--- config.mk ---
export PLATFORM = sky130hd
export DESIGN_NAME = cesc_top
export DESIGN_NICKNAME = d
export VERILOG_FILES = /design/src/cesc_pkg.sv /design/src/cesc_err_cnt.sv /design/src/cesc_sticky.sv /design/src/cesc_top.sv
export SDC_FILE = /design/constraint.sdc
export NUM_CORES = 1
export LEC_CHECK = 0
export BUFFER_PORTS_ARGS = -buffer_cell sky130_fd_sc_hd__buf_2
export CAP_MARGIN = 20
export CORE_MARGIN = 2
export CORE_UTILIZATION = 30
export CTS_CLUSTER_SIZE = 25
export DETAILED_ROUTE_END_ITERATION = 7
export GPL_TIMING_DRIVEN = 1
export PLACE_DENSITY = 0.63
export SYNTH_ARGS = -nofsm -noshare
export SYNTH_HDL_FRONTEND = slang
export SYNTH_SLANG_ARGS = --single-unit
--- constraint.sdc ---
create_clock -name core_clk_in -period 3.5 [get_ports core_clk_in]
set_clock_uncertainty 0.1 [all_clocks]
set_input_delay 1.05 -clock core_clk_in [delete_from_list [all_inputs] [get_ports core_clk_in]]
set_output_delay 1.05 -clock core_clk_in [all_outputs]
set_load 0.02 [all_outputs]
--- src/cesc_pkg.sv ---
// Constants and carrier types for the CAN error counter and status block
package cesc_pkg;

	// Register byte offsets
	localparam logic [7:0] CESC_OFF_ERR_COUNTERS = 8'h1c;
	localparam logic [7:0] CESC_OFF_ERR_FLAGS    = 8'h20;
	localparam int         CESC_ADDR_W           = 8;

	// Reset values
	localparam logic [31:0] CESC_RST_COUNTERS = 32'h0000_0000;
	localparam logic [7:0]  CESC_RST_COUNT    = 8'h00;

	// Field positions of error_counters
	localparam int CESC_POS_FRX_CNT = 24;
	localparam int CESC_POS_FTX_CNT = 16;
	localparam int CESC_POS_RX_CNT  = 8;
	localparam int CESC_POS_TX_CNT  = 0;

	// Field positions of error_flags
	localparam int CESC_POS_FAST_REC  = 31;
	localparam int CESC_POS_FAST_DOM  = 30;
	localparam int CESC_POS_FAST_CRC  = 28;
	localparam int CESC_POS_FAST_FORM = 27;
	localparam int CESC_POS_FAST_STUF = 26;
	localparam int CESC_POS_OVERRUN   = 21;
	localparam int CESC_POS_FAST_SUM  = 20;
	localparam int CESC_POS_RECOVERY  = 19;
	localparam int CESC_POS_SYNC      = 18;
	localparam int CESC_POS_TX_WIRQ   = 17;
	localparam int CESC_POS_RX_WIRQ   = 16;
	localparam int CESC_POS_STD_LSB   = 10;
	localparam int CESC_POS_TX_WARN   = 9;
	localparam int CESC_POS_RX_WARN   = 8;
	localparam int CESC_POS_STD_SUM   = 1;

	// Counter thresholds and steps
	localparam logic [7:0] CESC_WARN_LIMIT = 8'd96;
	localparam logic [8:0] CESC_CNT_MAX    = 9'h0ff;
	localparam logic [8:0] CESC_STEP_BIG   = 9'h008;
	localparam logic [8:0] CESC_STEP_ONE   = 9'h001;

	// AXI responses
	localparam logic [1:0] CESC_RESP_OKAY   = 2'h0;
	localparam logic [1:0] CESC_RESP_SLVERR = 2'h2;
	localparam logic [1:0] CESC_RESP_DECERR = 2'h3;
	localparam logic [3:0] CESC_STRB_FULL   = 4'hf;

	// Standard-phase causes, index i sits at flag bit 10+i
	typedef struct packed {
		logic bit_recessive_error;
		logic bit_dominant_error;
		logic acknowledge_error;
		logic checksum_error;
		logic form_error;
		logic stuffing_error;
	} cesc_std_err_t;

	// Fast data-phase causes
	typedef struct packed {
		logic fast_bit_recessive_error;
		logic fast_bit_dominant_error;
		logic fast_checksum_error;
		logic fast_form_error;
		logic fast_stuffing_error;
	} cesc_fast_err_t;

	// One-cycle error events from the protocol engine
	typedef struct packed {
		cesc_std_err_t  std_err;
		cesc_fast_err_t fast_err;
		logic           busoff_recovery;
	} cesc_evt_t;

	// One-cycle counter steps for one counter
	typedef struct packed {
		logic inc_one;
		logic inc_big;
		logic dec_one;
	} cesc_cnt_cmd_t;

	// Controller mode levels
	typedef struct packed {
		logic inactive;
		logic pretended_net;
		logic bus_off;
		logic bus_synchronized;
	} cesc_mode_t;

	// Counter values toward the protocol engine
	typedef struct packed {
		logic [7:0] fast_phase_rx_error_count;
		logic [7:0] fast_phase_tx_error_count;
		logic [7:0] rx_error_count;
		logic [7:0] tx_error_count;
	} cesc_counts_t;

endpackage

--- src/cesc_err_cnt.sv ---
// Saturating 8-bit error counter with software load
`timescale 1ns/1ps
`default_nettype none
module cesc_err_cnt (
	// Clock and reset
	input  wire logic                   core_clk_in,
	input  wire logic                   rst_in,
	// Steps and load
	input  wire cesc_pkg::cesc_cnt_cmd_t cmd_in,
	input  wire logic                   load_in,
	input  wire logic [7:0]             load_val_in,
	// Value
	output logic [7:0]                  count_out
);
	logic [7:0] count_q;
	logic [7:0] count_d;
	logic [8:0] sum;

	always_comb begin
		sum = {1'b0, count_q};
		if (cmd_in.inc_big) begin
			sum = sum + cesc_pkg::CESC_STEP_BIG;
		end else if (cmd_in.inc_one) begin
			sum = sum + cesc_pkg::CESC_STEP_ONE;
		end else if (cmd_in.dec_one && count_q != cesc_pkg::CESC_RST_COUNT) begin
			sum = sum - cesc_pkg::CESC_STEP_ONE;
		end
		// Saturate so a burst of errors cannot wrap back to error-active
		if (sum > cesc_pkg::CESC_CNT_MAX) begin
			sum = cesc_pkg::CESC_CNT_MAX;
		end
		count_d = load_in ? load_val_in : sum[7:0];
	end

	always_ff @(posedge core_clk_in) begin
		if (rst_in) begin
			count_q <= cesc_pkg::CESC_RST_COUNT;
		end else begin
			count_q <= count_d;
		end
	end

	assign count_out = count_q;
endmodule
`default_nettype wire

--- src/cesc_sticky.sv ---
// Sticky flag vector with deferred setting while held
`timescale 1ns/1ps
`default_nettype none
module cesc_sticky #(
	parameter int W = 1
) (
	// Clock and reset
	input  wire logic         core_clk_in,
	input  wire logic         rst_in,
	// Control
	input  wire logic [W-1:0] set_in,
	input  wire logic [W-1:0] clr_in,
	input  wire logic         hold_in,
	// Flags
	output logic [W-1:0]      flag_out
);
	logic [W-1:0] flag_q;
	logic [W-1:0] pend_q;

	// Events seen while held are kept and shown only on release
	always_ff @(posedge core_clk_in) begin
		if (rst_in) begin
			pend_q <= '0;
		end else if (hold_in) begin
			pend_q <= pend_q | set_in;
		end else begin
			pend_q <= '0;
		end
	end

	// Set wins over clear in the same cycle
	always_ff @(posedge core_clk_in) begin
		if (rst_in) begin
			flag_q <= '0;
		end else if (hold_in) begin
			flag_q <= flag_q & ~clr_in;
		end else begin
			flag_q <= (flag_q & ~clr_in) | set_in | pend_q;
		end
	end

	assign flag_out = flag_q;
endmodule
`default_nettype wire

--- src/cesc_top.sv ---
// CAN error counters and error flags with AXI4-Lite register access
//
// Decided for this implementation: the AXI4-Lite interface to the registers.
`timescale 1ns/1ps
`default_nettype none
// Summary of operation
// - Fast-phase receive error counter sits in bits 31:24 of error_counters.
// - Fast-phase transmit error counter sits in bits 23:16 of error_counters.
// - Fast-phase counters take writes of zero only, and only in Inactive mode.
// - Standard receive counter in bits 15:8, standard transmit counter in 7:0.
// - error_counters is read-only outside Inactive mode; only full word writes.
// - Fast bit-recessive error flag, bit 31, set on dominant readback.
// - Fast bit-dominant error flag, bit 30, set on recessive readback.
// - Fast CRC, form and stuff error flags at bits 28, 27, 26.
// - Overrun flag, bit 21, set by a new error while any fast or standard error cause flag is set.
// - Bit 20 is the OR of the five fast-phase error flags.
// - Bit 19 set when bus-off recovery sequence is detected.
// - Bit 18 shows bus synchronization, read-only.
// - Bit 17 set on rising Tx warning, never while bus-off.
// - Bit 16 set on rising Rx warning.
// - Bits 15 and 14 flag bit-recessive and bit-dominant errors, any format.
// - Bits 13 to 10 flag acknowledge, CRC, form and stuffing errors.
// - Standard flags and Rx warning irq flag refresh on leaving Pretended Networking.
// - Bit 9 high while standard transmit counter is 96 or more.
// - Bit 8 high while standard receive counter is 96 or more.
// - Bit 1 is the OR of flag bits 15 to 10.
module cesc_top (
	// Clock and reset
	input  wire logic                    core_clk_in,
	input  wire logic                    rst_in,
	// AXI4-Lite write address and data
	input  wire logic                    s_axi_awvalid_in,
	output logic                         s_axi_awready_out,
	input  wire logic [7:0]              s_axi_awaddr_in,
	input  wire logic                    s_axi_wvalid_in,
	output logic                         s_axi_wready_out,
	input  wire logic [31:0]             s_axi_wdata_in,
	input  wire logic [3:0]              s_axi_wstrb_in,
	// AXI4-Lite write response
	output logic                         s_axi_bvalid_out,
	input  wire logic                    s_axi_bready_in,
	output logic [1:0]                   s_axi_bresp_out,
	// AXI4-Lite read
	input  wire logic                    s_axi_arvalid_in,
	output logic                         s_axi_arready_out,
	input  wire logic [7:0]              s_axi_araddr_in,
	output logic                         s_axi_rvalid_out,
	input  wire logic                    s_axi_rready_in,
	output logic [31:0]                  s_axi_rdata_out,
	output logic [1:0]                   s_axi_rresp_out,
	// Protocol engine events and modes
	input  wire cesc_pkg::cesc_evt_t     evt_in,
	input  wire cesc_pkg::cesc_cnt_cmd_t tx_cmd_in,
	input  wire cesc_pkg::cesc_cnt_cmd_t rx_cmd_in,
	input  wire cesc_pkg::cesc_cnt_cmd_t fast_tx_cmd_in,
	input  wire cesc_pkg::cesc_cnt_cmd_t fast_rx_cmd_in,
	input  wire cesc_pkg::cesc_mode_t    mode_in,
	// Status toward the protocol engine
	output cesc_pkg::cesc_counts_t       counts_out,
	output logic                         tx_warning_flag_out,
	output logic                         rx_warning_flag_out
);
	typedef enum {CESC_SEL_NONE, CESC_SEL_COUNTERS, CESC_SEL_FLAGS} cesc_sel_t;

	function automatic cesc_sel_t cesc_decode(input logic [7:0] addr);
		if (addr == cesc_pkg::CESC_OFF_ERR_COUNTERS) begin
			return CESC_SEL_COUNTERS;
		end else if (addr == cesc_pkg::CESC_OFF_ERR_FLAGS) begin
			return CESC_SEL_FLAGS;
		end
		return CESC_SEL_NONE;
	endfunction

	// Shared warning limit
	function automatic logic cesc_warn_level(input logic [7:0] count);
		return count >= cesc_pkg::CESC_WARN_LIMIT;
	endfunction

	// High now, low a cycle before
	function automatic logic cesc_rise(input logic level, input logic prev);
		return level && !prev;
	endfunction

	// Bus handshake
	logic        wr_take;
	logic        rd_take;
	logic        wr_full;
	cesc_sel_t   wr_sel;
	cesc_sel_t   rd_sel;
	logic        bvalid_q;
	logic [1:0]  bresp_q;
	logic        rvalid_q;
	logic [31:0] rdata_q;
	logic [1:0]  rresp_q;

	// Register actions
	logic        cnt_wr;
	logic        fast_zero_wr;
	logic        flags_wr;
	logic        flags_rd;
	logic [31:0] w1c;

	// Counters and flags
	cesc_pkg::cesc_counts_t cnt;
	cesc_pkg::cesc_std_err_t  std_q;
	cesc_pkg::cesc_fast_err_t fast_q;
	logic        overrun_q;
	logic        recovery_q;
	logic        tx_wirq_q;
	logic        rx_wirq;
	logic        tx_warn;
	logic        rx_warn;
	logic        tx_warn_prev_q;
	logic        rx_warn_prev_q;
	logic        tx_warn_rise;
	logic        rx_warn_rise;
	logic        new_err;
	logic        any_flag;
	logic [31:0] flags_word;
	logic [31:0] counters_word;

	// Both channels must be present; the slave then takes them together
	assign wr_take  = s_axi_awvalid_in && s_axi_wvalid_in && !bvalid_q;
	assign rd_take  = s_axi_arvalid_in && !rvalid_q;
	assign wr_full  = s_axi_wstrb_in == cesc_pkg::CESC_STRB_FULL;
	assign wr_sel   = cesc_decode(s_axi_awaddr_in);
	assign rd_sel   = cesc_decode(s_axi_araddr_in);

	assign s_axi_awready_out = wr_take;
	assign s_axi_wready_out  = wr_take;
	assign s_axi_arready_out = rd_take;

	assign cnt_wr       = wr_take && wr_full && wr_sel == CESC_SEL_COUNTERS
		&& mode_in.inactive;
	assign fast_zero_wr = cnt_wr;
	assign flags_wr     = wr_take && wr_full && wr_sel == CESC_SEL_FLAGS;
	assign flags_rd     = rd_take && rd_sel == CESC_SEL_FLAGS;

	// Write-one-to-clear strobes
	assign w1c          = flags_wr ? s_axi_wdata_in : 32'h0000_0000;

	// Write response
	always_ff @(posedge core_clk_in) begin
		if (rst_in) begin
			bvalid_q <= 1'b0;
			bresp_q  <= cesc_pkg::CESC_RESP_OKAY;
		end else if (wr_take) begin
			bvalid_q <= 1'b1;
			if (wr_sel == CESC_SEL_NONE) begin
				bresp_q <= cesc_pkg::CESC_RESP_DECERR;
			end else if (!wr_full) begin
				bresp_q <= cesc_pkg::CESC_RESP_SLVERR;
			end else begin
				bresp_q <= cesc_pkg::CESC_RESP_OKAY;
			end
		end else if (s_axi_bready_in) begin
			bvalid_q <= 1'b0;
		end
	end

	// Read data captured at the address handshake, before read-clear acts
	always_ff @(posedge core_clk_in) begin
		if (rst_in) begin
			rvalid_q <= 1'b0;
			rdata_q  <= 32'h0000_0000;
			rresp_q  <= cesc_pkg::CESC_RESP_OKAY;
		end else if (rd_take) begin
			rvalid_q <= 1'b1;
			unique case (rd_sel)
				CESC_SEL_COUNTERS: begin
					rdata_q <= counters_word;
					rresp_q <= cesc_pkg::CESC_RESP_OKAY;
				end
				CESC_SEL_FLAGS: begin
					rdata_q <= flags_word;
					rresp_q <= cesc_pkg::CESC_RESP_OKAY;
				end
				CESC_SEL_NONE: begin
					rdata_q <= 32'h0000_0000;
					rresp_q <= cesc_pkg::CESC_RESP_DECERR;
				end
			endcase
		end else if (s_axi_rready_in) begin
			rvalid_q <= 1'b0;
		end
	end

	assign s_axi_bvalid_out = bvalid_q;
	assign s_axi_bresp_out  = bresp_q;
	assign s_axi_rvalid_out = rvalid_q;
	assign s_axi_rdata_out  = rdata_q;
	assign s_axi_rresp_out  = rresp_q;

	// Counters
	cesc_err_cnt u_tx_cnt (
		.core_clk_in (core_clk_in),
		.rst_in      (rst_in),
		.cmd_in      (tx_cmd_in),
		.load_in     (cnt_wr),
		.load_val_in (s_axi_wdata_in[cesc_pkg::CESC_POS_TX_CNT +: 8]),
		.count_out   (cnt.tx_error_count)
	);

	cesc_err_cnt u_rx_cnt (
		.core_clk_in (core_clk_in),
		.rst_in      (rst_in),
		.cmd_in      (rx_cmd_in),
		.load_in     (cnt_wr),
		.load_val_in (s_axi_wdata_in[cesc_pkg::CESC_POS_RX_CNT +: 8]),
		.count_out   (cnt.rx_error_count)
	);

	// Only a zero byte loads the fast counters; other values are dropped
	cesc_err_cnt u_ftx_cnt (
		.core_clk_in (core_clk_in),
		.rst_in      (rst_in),
		.cmd_in      (fast_tx_cmd_in),
		.load_in     (fast_zero_wr
			&& s_axi_wdata_in[cesc_pkg::CESC_POS_FTX_CNT +: 8] == cesc_pkg::CESC_RST_COUNT),
		.load_val_in (cesc_pkg::CESC_RST_COUNT),
		.count_out   (cnt.fast_phase_tx_error_count)
	);

	cesc_err_cnt u_frx_cnt (
		.core_clk_in (core_clk_in),
		.rst_in      (rst_in),
		.cmd_in      (fast_rx_cmd_in),
		.load_in     (fast_zero_wr
			&& s_axi_wdata_in[cesc_pkg::CESC_POS_FRX_CNT +: 8] == cesc_pkg::CESC_RST_COUNT),
		.load_val_in (cesc_pkg::CESC_RST_COUNT),
		.count_out   (cnt.fast_phase_rx_error_count)
	);

	assign counters_word = cnt;
	assign counts_out    = cnt;

	// Warning levels
	assign tx_warn = cesc_warn_level(cnt.tx_error_count);
	assign rx_warn = cesc_warn_level(cnt.rx_error_count);
	assign tx_warning_flag_out = tx_warn;
	assign rx_warning_flag_out = rx_warn;

	// Levels start low, so reset gives no edge
	always_ff @(posedge core_clk_in) begin
		if (rst_in) begin
			tx_warn_prev_q <= 1'b0;
			rx_warn_prev_q <= 1'b0;
		end else begin
			tx_warn_prev_q <= tx_warn;
			rx_warn_prev_q <= rx_warn;
		end
	end

	assign tx_warn_rise = cesc_rise(tx_warn, tx_warn_prev_q);
	assign rx_warn_rise = cesc_rise(rx_warn, rx_warn_prev_q);

	// Standard-phase cause flags and Rx warning irq wait out Pretended Networking
	cesc_sticky #(.W(6)) u_std_flags (
		.core_clk_in (core_clk_in),
		.rst_in      (rst_in),
		.set_in      (evt_in.std_err),
		.clr_in      ({6{flags_rd}}),
		.hold_in     (mode_in.pretended_net),
		.flag_out    (std_q)
	);

	cesc_sticky #(.W(1)) u_rx_wirq (
		.core_clk_in (core_clk_in),
		.rst_in      (rst_in),
		.set_in      (rx_warn_rise),
		.clr_in      (w1c[cesc_pkg::CESC_POS_RX_WIRQ]),
		.hold_in     (mode_in.pretended_net),
		.flag_out    (rx_wirq)
	);

	// Fast-phase causes are never deferred
	cesc_sticky #(.W(5)) u_fast_flags (
		.core_clk_in (core_clk_in),
		.rst_in      (rst_in),
		.set_in      (evt_in.fast_err),
		.clr_in      ({5{flags_rd}}),
		.hold_in     (1'b0),
		.flag_out    (fast_q)
	);

	// Overrun looks at flags as currently visible
	assign new_err  = |evt_in.std_err || |evt_in.fast_err;
	assign any_flag = |std_q || |fast_q;

	always_ff @(posedge core_clk_in) begin
		if (rst_in) begin
			overrun_q <= 1'b0;
		end else if (new_err && any_flag) begin
			overrun_q <= 1'b1;
		end else if (w1c[cesc_pkg::CESC_POS_OVERRUN]) begin
			overrun_q <= 1'b0;
		end
	end

	// Set wins over a write-one clear
	always_ff @(posedge core_clk_in) begin
		if (rst_in) begin
			recovery_q <= 1'b0;
		end else if (evt_in.busoff_recovery) begin
			recovery_q <= 1'b1;
		end else if (w1c[cesc_pkg::CESC_POS_RECOVERY]) begin
			recovery_q <= 1'b0;
		end
	end

	// The Tx warning irq is meaningless while the node is off the bus
	always_ff @(posedge core_clk_in) begin
		if (rst_in) begin
			tx_wirq_q <= 1'b0;
		end else if (tx_warn_rise && !mode_in.bus_off) begin
			tx_wirq_q <= 1'b1;
		end else if (w1c[cesc_pkg::CESC_POS_TX_WIRQ]) begin
			tx_wirq_q <= 1'b0;
		end
	end

	// Read view of error_flags; unlisted bits read as zero
	always_comb begin
		flags_word = 32'h0000_0000;
		flags_word[cesc_pkg::CESC_POS_FAST_REC]  = fast_q.fast_bit_recessive_error;
		flags_word[cesc_pkg::CESC_POS_FAST_DOM]  = fast_q.fast_bit_dominant_error;
		flags_word[cesc_pkg::CESC_POS_FAST_CRC]  = fast_q.fast_checksum_error;
		flags_word[cesc_pkg::CESC_POS_FAST_FORM] = fast_q.fast_form_error;
		flags_word[cesc_pkg::CESC_POS_FAST_STUF] = fast_q.fast_stuffing_error;
		flags_word[cesc_pkg::CESC_POS_OVERRUN]   = overrun_q;
		flags_word[cesc_pkg::CESC_POS_FAST_SUM]  = |fast_q;
		flags_word[cesc_pkg::CESC_POS_RECOVERY]  = recovery_q;
		flags_word[cesc_pkg::CESC_POS_SYNC]      = mode_in.bus_synchronized;
		flags_word[cesc_pkg::CESC_POS_TX_WIRQ]   = tx_wirq_q;
		flags_word[cesc_pkg::CESC_POS_RX_WIRQ]   = rx_wirq;
		flags_word[cesc_pkg::CESC_POS_STD_LSB +: 6] = std_q;
		flags_word[cesc_pkg::CESC_POS_TX_WARN]   = tx_warn;
		flags_word[cesc_pkg::CESC_POS_RX_WARN]   = rx_warn;
		flags_word[cesc_pkg::CESC_POS_STD_SUM]   = |std_q;
	end
endmodule
`default_nettype wire

==> summary.txt, run 1 <==
Floorplan
  • Chip Width: 134 um
  • Core ar.: between 15000 and 20000 um^2
  • Row cnt: 47
  • Die Y: 134 um
  • Die area: between 15000 and 20000 um^2
  • I/O Pins: between 150 and 200
  • Starting Density: 30.5%

Worst setup path
  • Crit end category: register
  • Largest stage delay, worst path: 730 ps
  • CP Launch Type: input pin
  • Bufs and invs on worst path: 1
  • Worst path required time: 3660 ps
  • Cell Chain, Critical Path: buf_2 -> or4_4 -> or4_4 -> nand2_1 -> a21oi_1 -> a211oi_1
  • Critical-path maximum fanout: 20
  • Crit-path leading delay family: simple AND/OR/NAND/NOR gates
  • Arr. time, crit path: 2950 ps
  • Cell mode on critical path: or4_4
  • WS Path Type: input pin to register
  • Slowest-stage cell, CP: or4_4

Final layout
  • Post-route cell area: 6290 um^2
  • Area growth from synthesis to layout: 24.6%
  • Antenna cells: 0
  • Final #Nets: roughly 850
  • Area of the multi-input gates: 2820 um^2
  • Proportion of layout cells with a drive suffix above 1: between 20% and 30%
  • Reg area: around 1900 um^2
  • Final Non-Filler Cells: approximately 960
  • Filler Cell Count: approximately 1700

Power and ir drop
  • PD cells: roughly 500 nW/um^2
  • Maximum VDD drop: 0.235 mV
  • Leakage power: 2.72 nW
  • Pwr Total: 0.00315 W

Detailed routing
  • Routed WL: about 15000 um
  • WL met2: 7230 um
  • Vias/cell: roughly 5.2
  • Post-Route M1 WL: 6910 um
  • DR top layer: met4
  • Avg WL per Cell: 15.9 um
  • DRC viols: 0
  • Routed wl met3: between 800 and 900 um
  • Vias: around 5000
  • Post-DRT Antenna Nets: 0
  • Drt pass-1 iters: 7
  • Starting DRC count in detailed routing: approximately 330

Yosys
  • Post-synth top area share: 36.9%
  • Cell count after synthesis: 600
  • Async set or reset register ratio after synthesis: 0%
  • Synth warn: 0
  • Syn Nets: 711
  • Synth area leaders: dfxtp_1 (37%), nor2_1 (8.2%), ha_1 (6.0%)
  • Register bit total from synthesis: 93
  • Synth area leader: dfxtp_1
  • Synthesized area per cell: 8.41 um^2
  • Main synth FF type: dfxtp_1
  • Post-synth top cells: nor2_1 (110), dfxtp_1 (93), a21oi_1 (40), inv_1 (29), clkbuf_1 (28)
  • Most numerous cell in the Yosys netlist: nor2_1
  • Sequential fraction of the synthesis area: around 37%
  • Number of synthesized flops with an enable pin: 0
  • Mapped Area: 5040 um^2
  • Synth cell types: 67

Clocking
  • Postcts setup bufs: 0
  • Skew-Pair Late Insertion Delay: 340 ps
  • TritonCTS Sinks: between 90 and 100
  • CTS Hold Buffers Added: 0
  • Clk slew on worst S/H paths: 70 ps
  • Num CTS Buffers: 9
  • CTS HTree Levels: 3
  • PostCTS Resize Cnt: 0
  • CTS Buffer Depth: 2
  • CTS root buffer: clkbuf_16
  • CTS tree: built

Global route
  • First-pass GRT wire length: 24300 um
  • Grt total ovfl: 0
  • Largest net degree at the start of global routing: 44
  • Gr usage total: 17.1%
  • Vias in the first global route: 4564
  • Initial antenna violation count: 0

Timing
  • Highest Clock Rate: around 360 MHz
  • Crit path time final: between 2000 and 3000 ps
  • Hold Vio Cnt, Final: 0
  • Worst-margin pin slew: around 650 ps
  • Final setup viols: 0
  • Unrepaired setup endpoints after global routing: no
  • Final setup TNS: 0 ps
  • Fin crit share: around four fifths
  • Max Slew Vio Count: 0
  • Relative slew slack: 55.2%

Placed design
  • Port-buffer cells: 161
  • Post-DP Area: 5940 um^2
  • Gpl congestion: around 0.87
  • DP HPWL: 11200 um
  • Placed Cells: 943

Worst hold path
  • HP Class: register to register

Run
  • Max Cap Viol: 0

Status
  • Status: completed
-- through the flow --
| stage | utilization (%) | hold slack (ps) | setup WS, ps |
|---|---|---|---|
| after CTS | 38.0 | 360 | 715 |
| after floorplan | - | 322 | 681 |
| final | 38.0 | 357 | 703 |
| after global placement | 35.9 | 336 | 386 |
| after global routing | 38.0 | 375 | 631 |
| after detailed placement | 35.9 | 343 | 326 |
-- path summary, 6_finish.rpt --
kind / depth (start not counted) / startpoint / slack, ps / to
worst max-delay path: 6 / s_axi_awaddr_in[1] / 700 / u_rx_cnt.count_out[7]$_SDFF_PP0_
worst min-delay path: 2 / u_std_flags.pend_q[0]$_SDFF_PP0_ / 360 / u_std_flags.pend_q[0]$_SDFF_PP0_
worst max register to register: 7 / u_rx_cnt.count_out[0]$_SDFF_PP0_ / 1070 / u_rx_cnt.count_out[4]$_SDFF_PP0_
worst min register to register: 2 / u_std_flags.pend_q[0]$_SDFF_PP0_ / 360 / u_std_flags.pend_q[0]$_SDFF_PP0_
-- report_power, final --
part           leakage, nW  internal, W  switching, W  total (W)
combinational         1.80     0.000304      0.000419   0.000723
sequential           0.760      0.00114      0.000155    0.00129
clock                0.165     0.000717      0.000424    0.00114
-- final cells by class --
| class | count | area share, % |
|---|---|---|
| flip-flops and latches | 93 | 29.6 |
| well taps | 220 | 4.38 |
| clock inverters | 6 | 1.75 |
| clock buffers | 10 | 3.80 |
| repair buffers | 166 | 13.8 |
| multi-input cells | 434 | 44.8 |
| inverters | 30 | 1.79 |
-- layer usage --
layer / vias up / track usage (%)
li1: 2458 / -
met2: 172 / 28.2
met4: 0 / 4.79
met3: 13 / 2.93
met5: - / 0
met1: 2330 / 22.9
-- registers in the layout, indices dropped and copies added, names as in the netlist, 5 cells and up --
name,flops
s_axi_rdata_out,32
u_rx_cnt.count_out,8
u_frx_cnt.count_out,8
u_std_flags.pend_q,6
u_ftx_cnt.count_out,8
u_std_flags.flag_out,6
u_fast_flags.flag_out,5
u_tx_cnt.count_out,8
-- tightest hold or removal path, cell delays in order, from the launching register on --
cell and delay [ps]:
dfxtp_1 310, nor2_1 40, nor2_1 70
-- kinds of logic after synthesis --
logic type               Yosys count  synth area share (%)
AO/OA/AOI/OAI                    151                  22.5
XOR/XNOR                          21                  3.65
adder cells (fa/ha/maj)           24                  5.95
buffers and inverters             73                  7.37
flip-flops                        93                  36.9
multiplexers                       3                 0.595
AND/OR/NAND/NOR                  235                  23.0
-- layout by cell type (no fill, tap or decap), types with 4 or more instances in the layout --
cell	instances
nand2b_1	6
xnor2_1	17
nor3_1	9
o21ai_0	11
nand2_1	26
clkbuf_16	9
dfxtp_1	93
and3_1	4
a222oi_1	20
ha_1	24
a41o_1	4
a31oi_1	10
inv_1	29
a22oi_1	15
a21oi_1	40
nor2b_1	4
nand4_1	9
a211oi_2	7
a211oi_1	11
xor2_1	4
o31ai_1	4
or4_1	4
nand3_1	20
o22ai_1	4
buf_2	161
o31a_1	4
or3_1	5
nor4_1	14
nor2_1	109
Note: power is estimated with default switching activity, not from simulation.
==> run 2, diff against run 1 <==
clock period = 2.7 ns   (was 3.5 ns; I/O delays follow)
==> summary.txt, run 2 (synthesis results as in run 1) <==
Worst setup path
  • Reg2reg start: u_frx_cnt.count_out[0]$_SDFF_PP0_
  • Worst path required time: approximately 2900 ps
  • WS Path Type: input pin to register
  • R2R depth: 6
  • Critical-path maximum fanout: 17
  • Crit end category: register
  • R2r setup slk: 430 ps
  • CP Launch Type: input pin
  • Arr. time, crit path: 2600 ps
  • FF-to-FF End: u_frx_cnt.count_out[4]$_SDFF_PP0_

Floorplan
  • I/O Pins: 162
  • Starting Density: 30.5%
  • Die area: about 18000 um^2
  • Row cnt: 47
  • Chip Width: 134 um
  • Core ar.: between 15000 and 20000 um^2
  • Die Y: 134 um

Clocking
  • Clk slew on worst S/H paths: 70 ps
  • CTS Buffer Depth: 2
  • CTS HTree Levels: 3
  • CTS tree: built
  • TritonCTS Sinks: 93
  • CTS Hold Buffers Added: 0
  • CTS root buffer: clkbuf_16
  • PostCTS Resize Cnt: 0
  • Postcts setup bufs: 0
  • Num CTS Buffers: 9
  • Skew-Pair Late Insertion Delay: 350 ps

Final layout
  • Area growth from synthesis to layout: 27.9%
  • Fin util: approximately 40%
  • Largest register FFs: 32
  • Antenna cells: 0
  • Filler Cell Count: 1696
  • Final #Nets: 864
  • Post-route cell area: 6450 um^2
  • Proportion of layout cells with a drive suffix above 1: 29.8%
  • Most frequent cells in the layout: buf_2 (161), nor2_1 (109), dfxtp_1 (93)
  • Commonest non-fill, non-tap cell in the layout: buf_2

Worst hold path
  • WHS Endpoint: u_std_flags.pend_q[1]$_SDFF_PP0_
  • HP Class: register to register
  • Min-Delay Path Depth: 2
  • HP Start: u_std_flags.pend_q[1]$_SDFF_PP0_

Power and ir drop
  • PD cells: 640 nW/um^2
  • Leakage power: around 2.8 nW
  • Pwr Total: 0.00413 W
  • Maximum VDD drop: approximately 0.3 mV

Timing
  • Setup ws final: between 200 and 300 ps
  • Relative slew slack: a little under three fifths
  • Final setup TNS: 0 ps
  • Crit path time final: 2430 ps
  • Hold Vio Cnt, Final: 0
  • Max Slew Vio Count: 0
  • Fin crit share: roughly nine tenths
  • Final setup viols: 0
  • Worst-margin pin slew: 622 ps
  • Unrepaired setup endpoints after global routing: no
  • Highest Clock Rate: 411 MHz

Placed design
  • Port-buffer cells: 161
  • Pre-CTS WS: -76.1 ps
  • DP HPWL: 11700 um
  • Gpl congestion: 0.896
  • Post-DP Area: 6100 um^2

Detailed routing
  • Starting DRC count in detailed routing: 428
  • Vias/cell: 5.20
  • Avg WL per Cell: 16.0 um
  • Routed WL: 15700 um
  • DRC viols: 0
  • Drt pass-1 iters: 5
  • Post-DRT Antenna Nets: 0
  • Vias: 5082

Global route
  • Grt total ovfl: 0
  • First-pass GRT wire length: between 20000 and 25000 um
  • Initial antenna violation count: 0
  • Largest net degree at the start of global routing: 35
  • Gr usage total: between 15 and 20%
  • Vias in the first global route: around 4700

Run
  • Max Cap Viol: 0

Status
  • Status: completed
-- run 2: changes by cell type in the layout (fill, tap and decap cells not counted) --
cell,previous run,this run
buf_12,2,4
buf_4,3,20
clkbuf_8,1,0
clkinv_4,0,1
clkinvlp_4,2,1
inv_8,0,1
-- run 2: metrics by stage --
step	instances	hold WS, ps
2_1_floorplan	600	322
3_3_place_gp	962	337
3_5_place_dp	962	342
4_1_cts	978	360
5_1_grt	978	376
6_report	978	354
-- run 2: per-layer routing --
layer	vias to the layer above	share of wire (%)	global-route usage [%]
met1	2365	46	24.3
met3	21	6.5	2.63
li1	2501	-	-
met2	195	45	27.8
met5	-	0	0
met4	0	2.0	7.27
-- run 2: how the worst max path moves through the flow --
stage                             startpoint                                end  slack, ps  cells past startpoint
final                     s_axi_awaddr_in[1]   u_tx_cnt.count_out[3]$_SDFF_PP0_        270                      7
after global routing            tx_cmd_in[2]   u_tx_cnt.count_out[3]$_SDFF_PP0_        170                      6
after CTS                 s_axi_awaddr_in[1]   u_tx_cnt.count_out[3]$_SDFF_PP0_        270                      7
after detailed placement  s_axi_awaddr_in[1]   u_tx_cnt.count_out[6]$_SDFF_PP0_        -80                      7
after global placement    s_axi_awaddr_in[1]  u_ftx_cnt.count_out[2]$_SDFF_PP0_        -40                      6
after floorplan           s_axi_awaddr_in[1]   u_tx_cnt.count_out[1]$_SDFF_PP0_        120                      6
-- run 2: cell type report --
class	instances	area, um^2	share of cell area (%)
repair buffers	185	1040	16.1
inverters	30	113	1.75
clock buffers	9	225	3.49
multi-input cells	434	2820	43.7
well taps	220	275	4.27
flip-flops and latches	93	1860	28.9
clock inverters	7	123	1.90
-- run 2: worst max-delay path, cell delays in order --
cell and delay [ps]:
buf_2 100, or4_4 520, or4_4 620, buf_12 190, nand2_4 60, nor2_4 70, a211oi_2 230
-- run 2: power by group --
part	switching [W]	internal [W]
Sequential	0.000176	0.00147
Clock	0.000573	0.000912
Combinational	0.000580	0.000419
==> run 3, diff against run 2 <==
ABC_AREA = 1   (was default)
CORE_UTILIZATION = 40   (was 30)
PLACE_DENSITY = 0.75   (was 0.63)
==> summary.txt, run 3 <==
Status
  • Status: completed

Worst setup path
  • Critical-path maximum fanout: 9
  • Slowest-stage cell, CP: dfxtp_1
  • FF-to-FF End: u_tx_cnt.count_out[7]$_SDFF_PP0_
  • R2R depth: 11
  • Cell Chain, Critical Path: nand2_1 -> inv_1 -> nor2_1 -> inv_1 -> buf_2
  • Arr. time, crit path: 1460 ps
  • Reg2reg start: u_tx_cnt.count_out[0]$_SDFF_PP0_
  • CP Launch Type: register
  • Crit end category: output port
  • Crit path from: u_tx_cnt.count_out[5]$_SDFF_PP0_
  • WS Path Type: register to output port
  • R2r setup slk: 820 ps
  • Largest stage delay, worst path: roughly 530 ps
  • Cell mode on critical path: inv_1
  • Worst path required time: 1790 ps
  • Bufs and invs on worst path: 3
  • Crit-path leading delay family: flip-flops

Timing
  • Crit path time final: 2370 ps
  • Highest Clock Rate: roughly 420 MHz
  • Final setup viols: 0
  • Relative slew slack: between 60% and 70%
  • Fin crit share: 87.7%
  • Final setup TNS: 0 ps
  • Worst-margin pin slew: about 530 ps
  • Hold Vio Cnt, Final: 0
  • Max Slew Vio Count: 0
  • Unrepaired setup endpoints after global routing: no

Floorplan
  • Chip Width: around 120 um
  • Starting Density: 40.7%
  • Die area: 15100 um^2
  • Die Y: 123 um
  • Core ar.: between 10000 and 15000 um^2
  • Row cnt: 43
  • I/O Pins: 162

Yosys
  • Synth area leaders: dfxtp_1 (33%), nand2_1 (14%), nor2_1 (7.7%)
  • Largest family of logic cells by synthesized area: simple AND/OR/NAND/NOR gates
  • Post-Synth Adder-Cell Area: 5.33%
  • Post-synth top area share: between 30% and 40%
  • Register bit total from synthesis: 93
  • Most numerous cell in the Yosys netlist: nand2_1
  • Mapped Area: 5630 um^2
  • Synth cell types: 40
  • Main synth FF type: dfxtp_1
  • Synth warn: 0
  • Mux contribution to synthesized area: 0%
  • Post-synth top cells: nand2_1 (212), nor2_1 (115), inv_1 (96), dfxtp_1 (93), nand3_1 (76)
  • Syn Nets: 975
  • Async set or reset register ratio after synthesis: 0%
  • Compound-Gate Fraction of Synth Area: 13.3%
  • Synth area leader: dfxtp_1
  • Post-Synth Simple-Gate Area: 36.6%
  • Xor and xnor area share after synthesis: under 10%
  • Synthesized area per cell: 6.52 um^2
  • Cell count after synthesis: 864
  • Sequential fraction of the synthesis area: 33.0%
  • Number of synthesized flops with an enable pin: 0

Clocking
  • Skew-Pair Late Insertion Delay: 350 ps
  • Postcts setup bufs: 0
  • CTS Buffer Depth: 2
  • Clk slew on worst S/H paths: 70 ps
  • Num CTS Buffers: 9
  • TritonCTS Sinks: 93
  • CTS Hold Buffers Added: 0
  • CTS HTree Levels: 3
  • PostCTS Resize Cnt: 0
  • CTS tree: built
  • CTS root buffer: clkbuf_16

Power and ir drop
  • Clock group share of total power: 30.6%
  • Leakage power: 3.49 nW
  • Sw frac: 36.6%
  • PD cells: 588 nW/um^2
  • Maximum VDD drop: around 0.30 mV
  • P_sw: 0.00148 W
  • Gate power share: between 20% and 30%
  • Sequential power share: 41.1%
  • Internal Power: 0.00256 W

Final layout
  • Proportion of layout cells with a drive suffix above 1: 22.4%
  • Antenna cells: 0
  • Most frequent cells in the layout: nand2_1 (212), buf_2 (161), nor2_1 (115)
  • Largest register FFs: 32
  • Post-route cell area: 6860 um^2
  • Area growth from synthesis to layout: 21.8%
  • Final #Nets: 1125
  • Commonest non-fill, non-tap cell in the layout: nand2_1

Detailed routing
  • Vias: 5968
  • Routed WL: 16300 um
  • Avg WL per Cell: 13.6 um
  • DRC viols: 0
  • Post-DRT Antenna Nets: 0
  • Starting DRC count in detailed routing: 366
  • Drt pass-1 iters: 5
  • Vias/cell: 4.98

Worst hold path
  • WHS Endpoint: u_rx_wirq.pend_q$_SDFF_PP0_
  • Min-Delay Path Depth: 2
  • HP Start: u_rx_wirq.pend_q$_SDFF_PP0_
  • HP Class: register to register

Run
  • Max Cap Viol: 0

Placed design
  • Post-DP Area: 6580 um^2
  • Gpl congestion: 0.935
  • Port-buffer cells: 161
  • DP HPWL: roughly 13000 um

Global route
  • Vias in the first global route: 5482
  • Gr usage total: around 22%
  • Initial antenna violation count: 0
  • Largest net degree at the start of global routing: 46
  • First-pass GRT wire length: 26400 um
  • Grt total ovfl: 0
-- run 3: cell count changes after synthesis, sizes merged, moves of 16 or more --
cell    delta
a211oi    -17
inv       +72
nand3     +57
a222oi    -20
o21ai     +40
nand2    +192
xnor2     -16
clkbuf    -20
nor2      +21
-- run 3: power groups by stage --
stage,clock (W),sequential (W),combinational [W]
final,0.00124,0.00166,0.00114
after CTS,0.00125,0.00166,0.00114
after detailed placement,0,0.00169,0.00113
after global routing,0.00132,0.00168,0.00130
after floorplan,0,0.00173,0.000733
after global placement,0,0.00169,0.00112
-- run 3: worst max-delay path by stage --
stage,end,depth (start not counted)
after global placement,u_ftx_cnt.count_out[5]$_SDFF_PP0_,9
after CTS,tx_warning_flag_out,5
after global routing,tx_warning_flag_out,5
after detailed placement,u_ftx_cnt.count_out[5]$_SDFF_PP0_,10
after floorplan,s_axi_arready_out,4
final,tx_warning_flag_out,5
-- run 3: layer usage --
layer,wire length [um],track usage [%],vias to the layer above
met4,257,7.83,0
met5,0,0,-
li1,-,-,3086
met2,7450,35.9,200
met1,7590,28.9,2659
met3,1050,4.14,23
-- run 3: kinds of logic after synthesis --
| logic type | Yosys count |
|---|---|
| AO/OA/AOI/OAI | 132 |
| adder cells (fa/ha/maj) | 24 |
| AND/OR/NAND/NOR | 469 |
| buffers and inverters | 132 |
| XOR/XNOR | 14 |
| flip-flops | 93 |
-- run 3: cell type report --
class	count	area, um^2
multi-input cells	639	3240
repair buffers	169	866
clock buffers	10	239
clock inverters	6	46.3
inverters	102	383
well taps	180	225
flip-flops and latches	93	1860
fillers	1398	6970
-- run 3: stage by stage --
step	std cells	utilization (%)	power, W	hold WS (ps)	setup WS, ps
after global placement	1183	47.6	0.00281	344	287
after CTS	1199	49.6	0.00405	366	328
final	1199	49.6	0.00404	361	333
after detailed placement	1183	47.6	0.00282	355	268
after floorplan	864	-	0.00247	336	239
after global routing	1199	49.6	0.00429	396	238
-- run 3: worst min-delay path: stages (launching register included) --
cell,delay (ps)
dfxtp_1,300
inv_1,60
a21oi_1,60
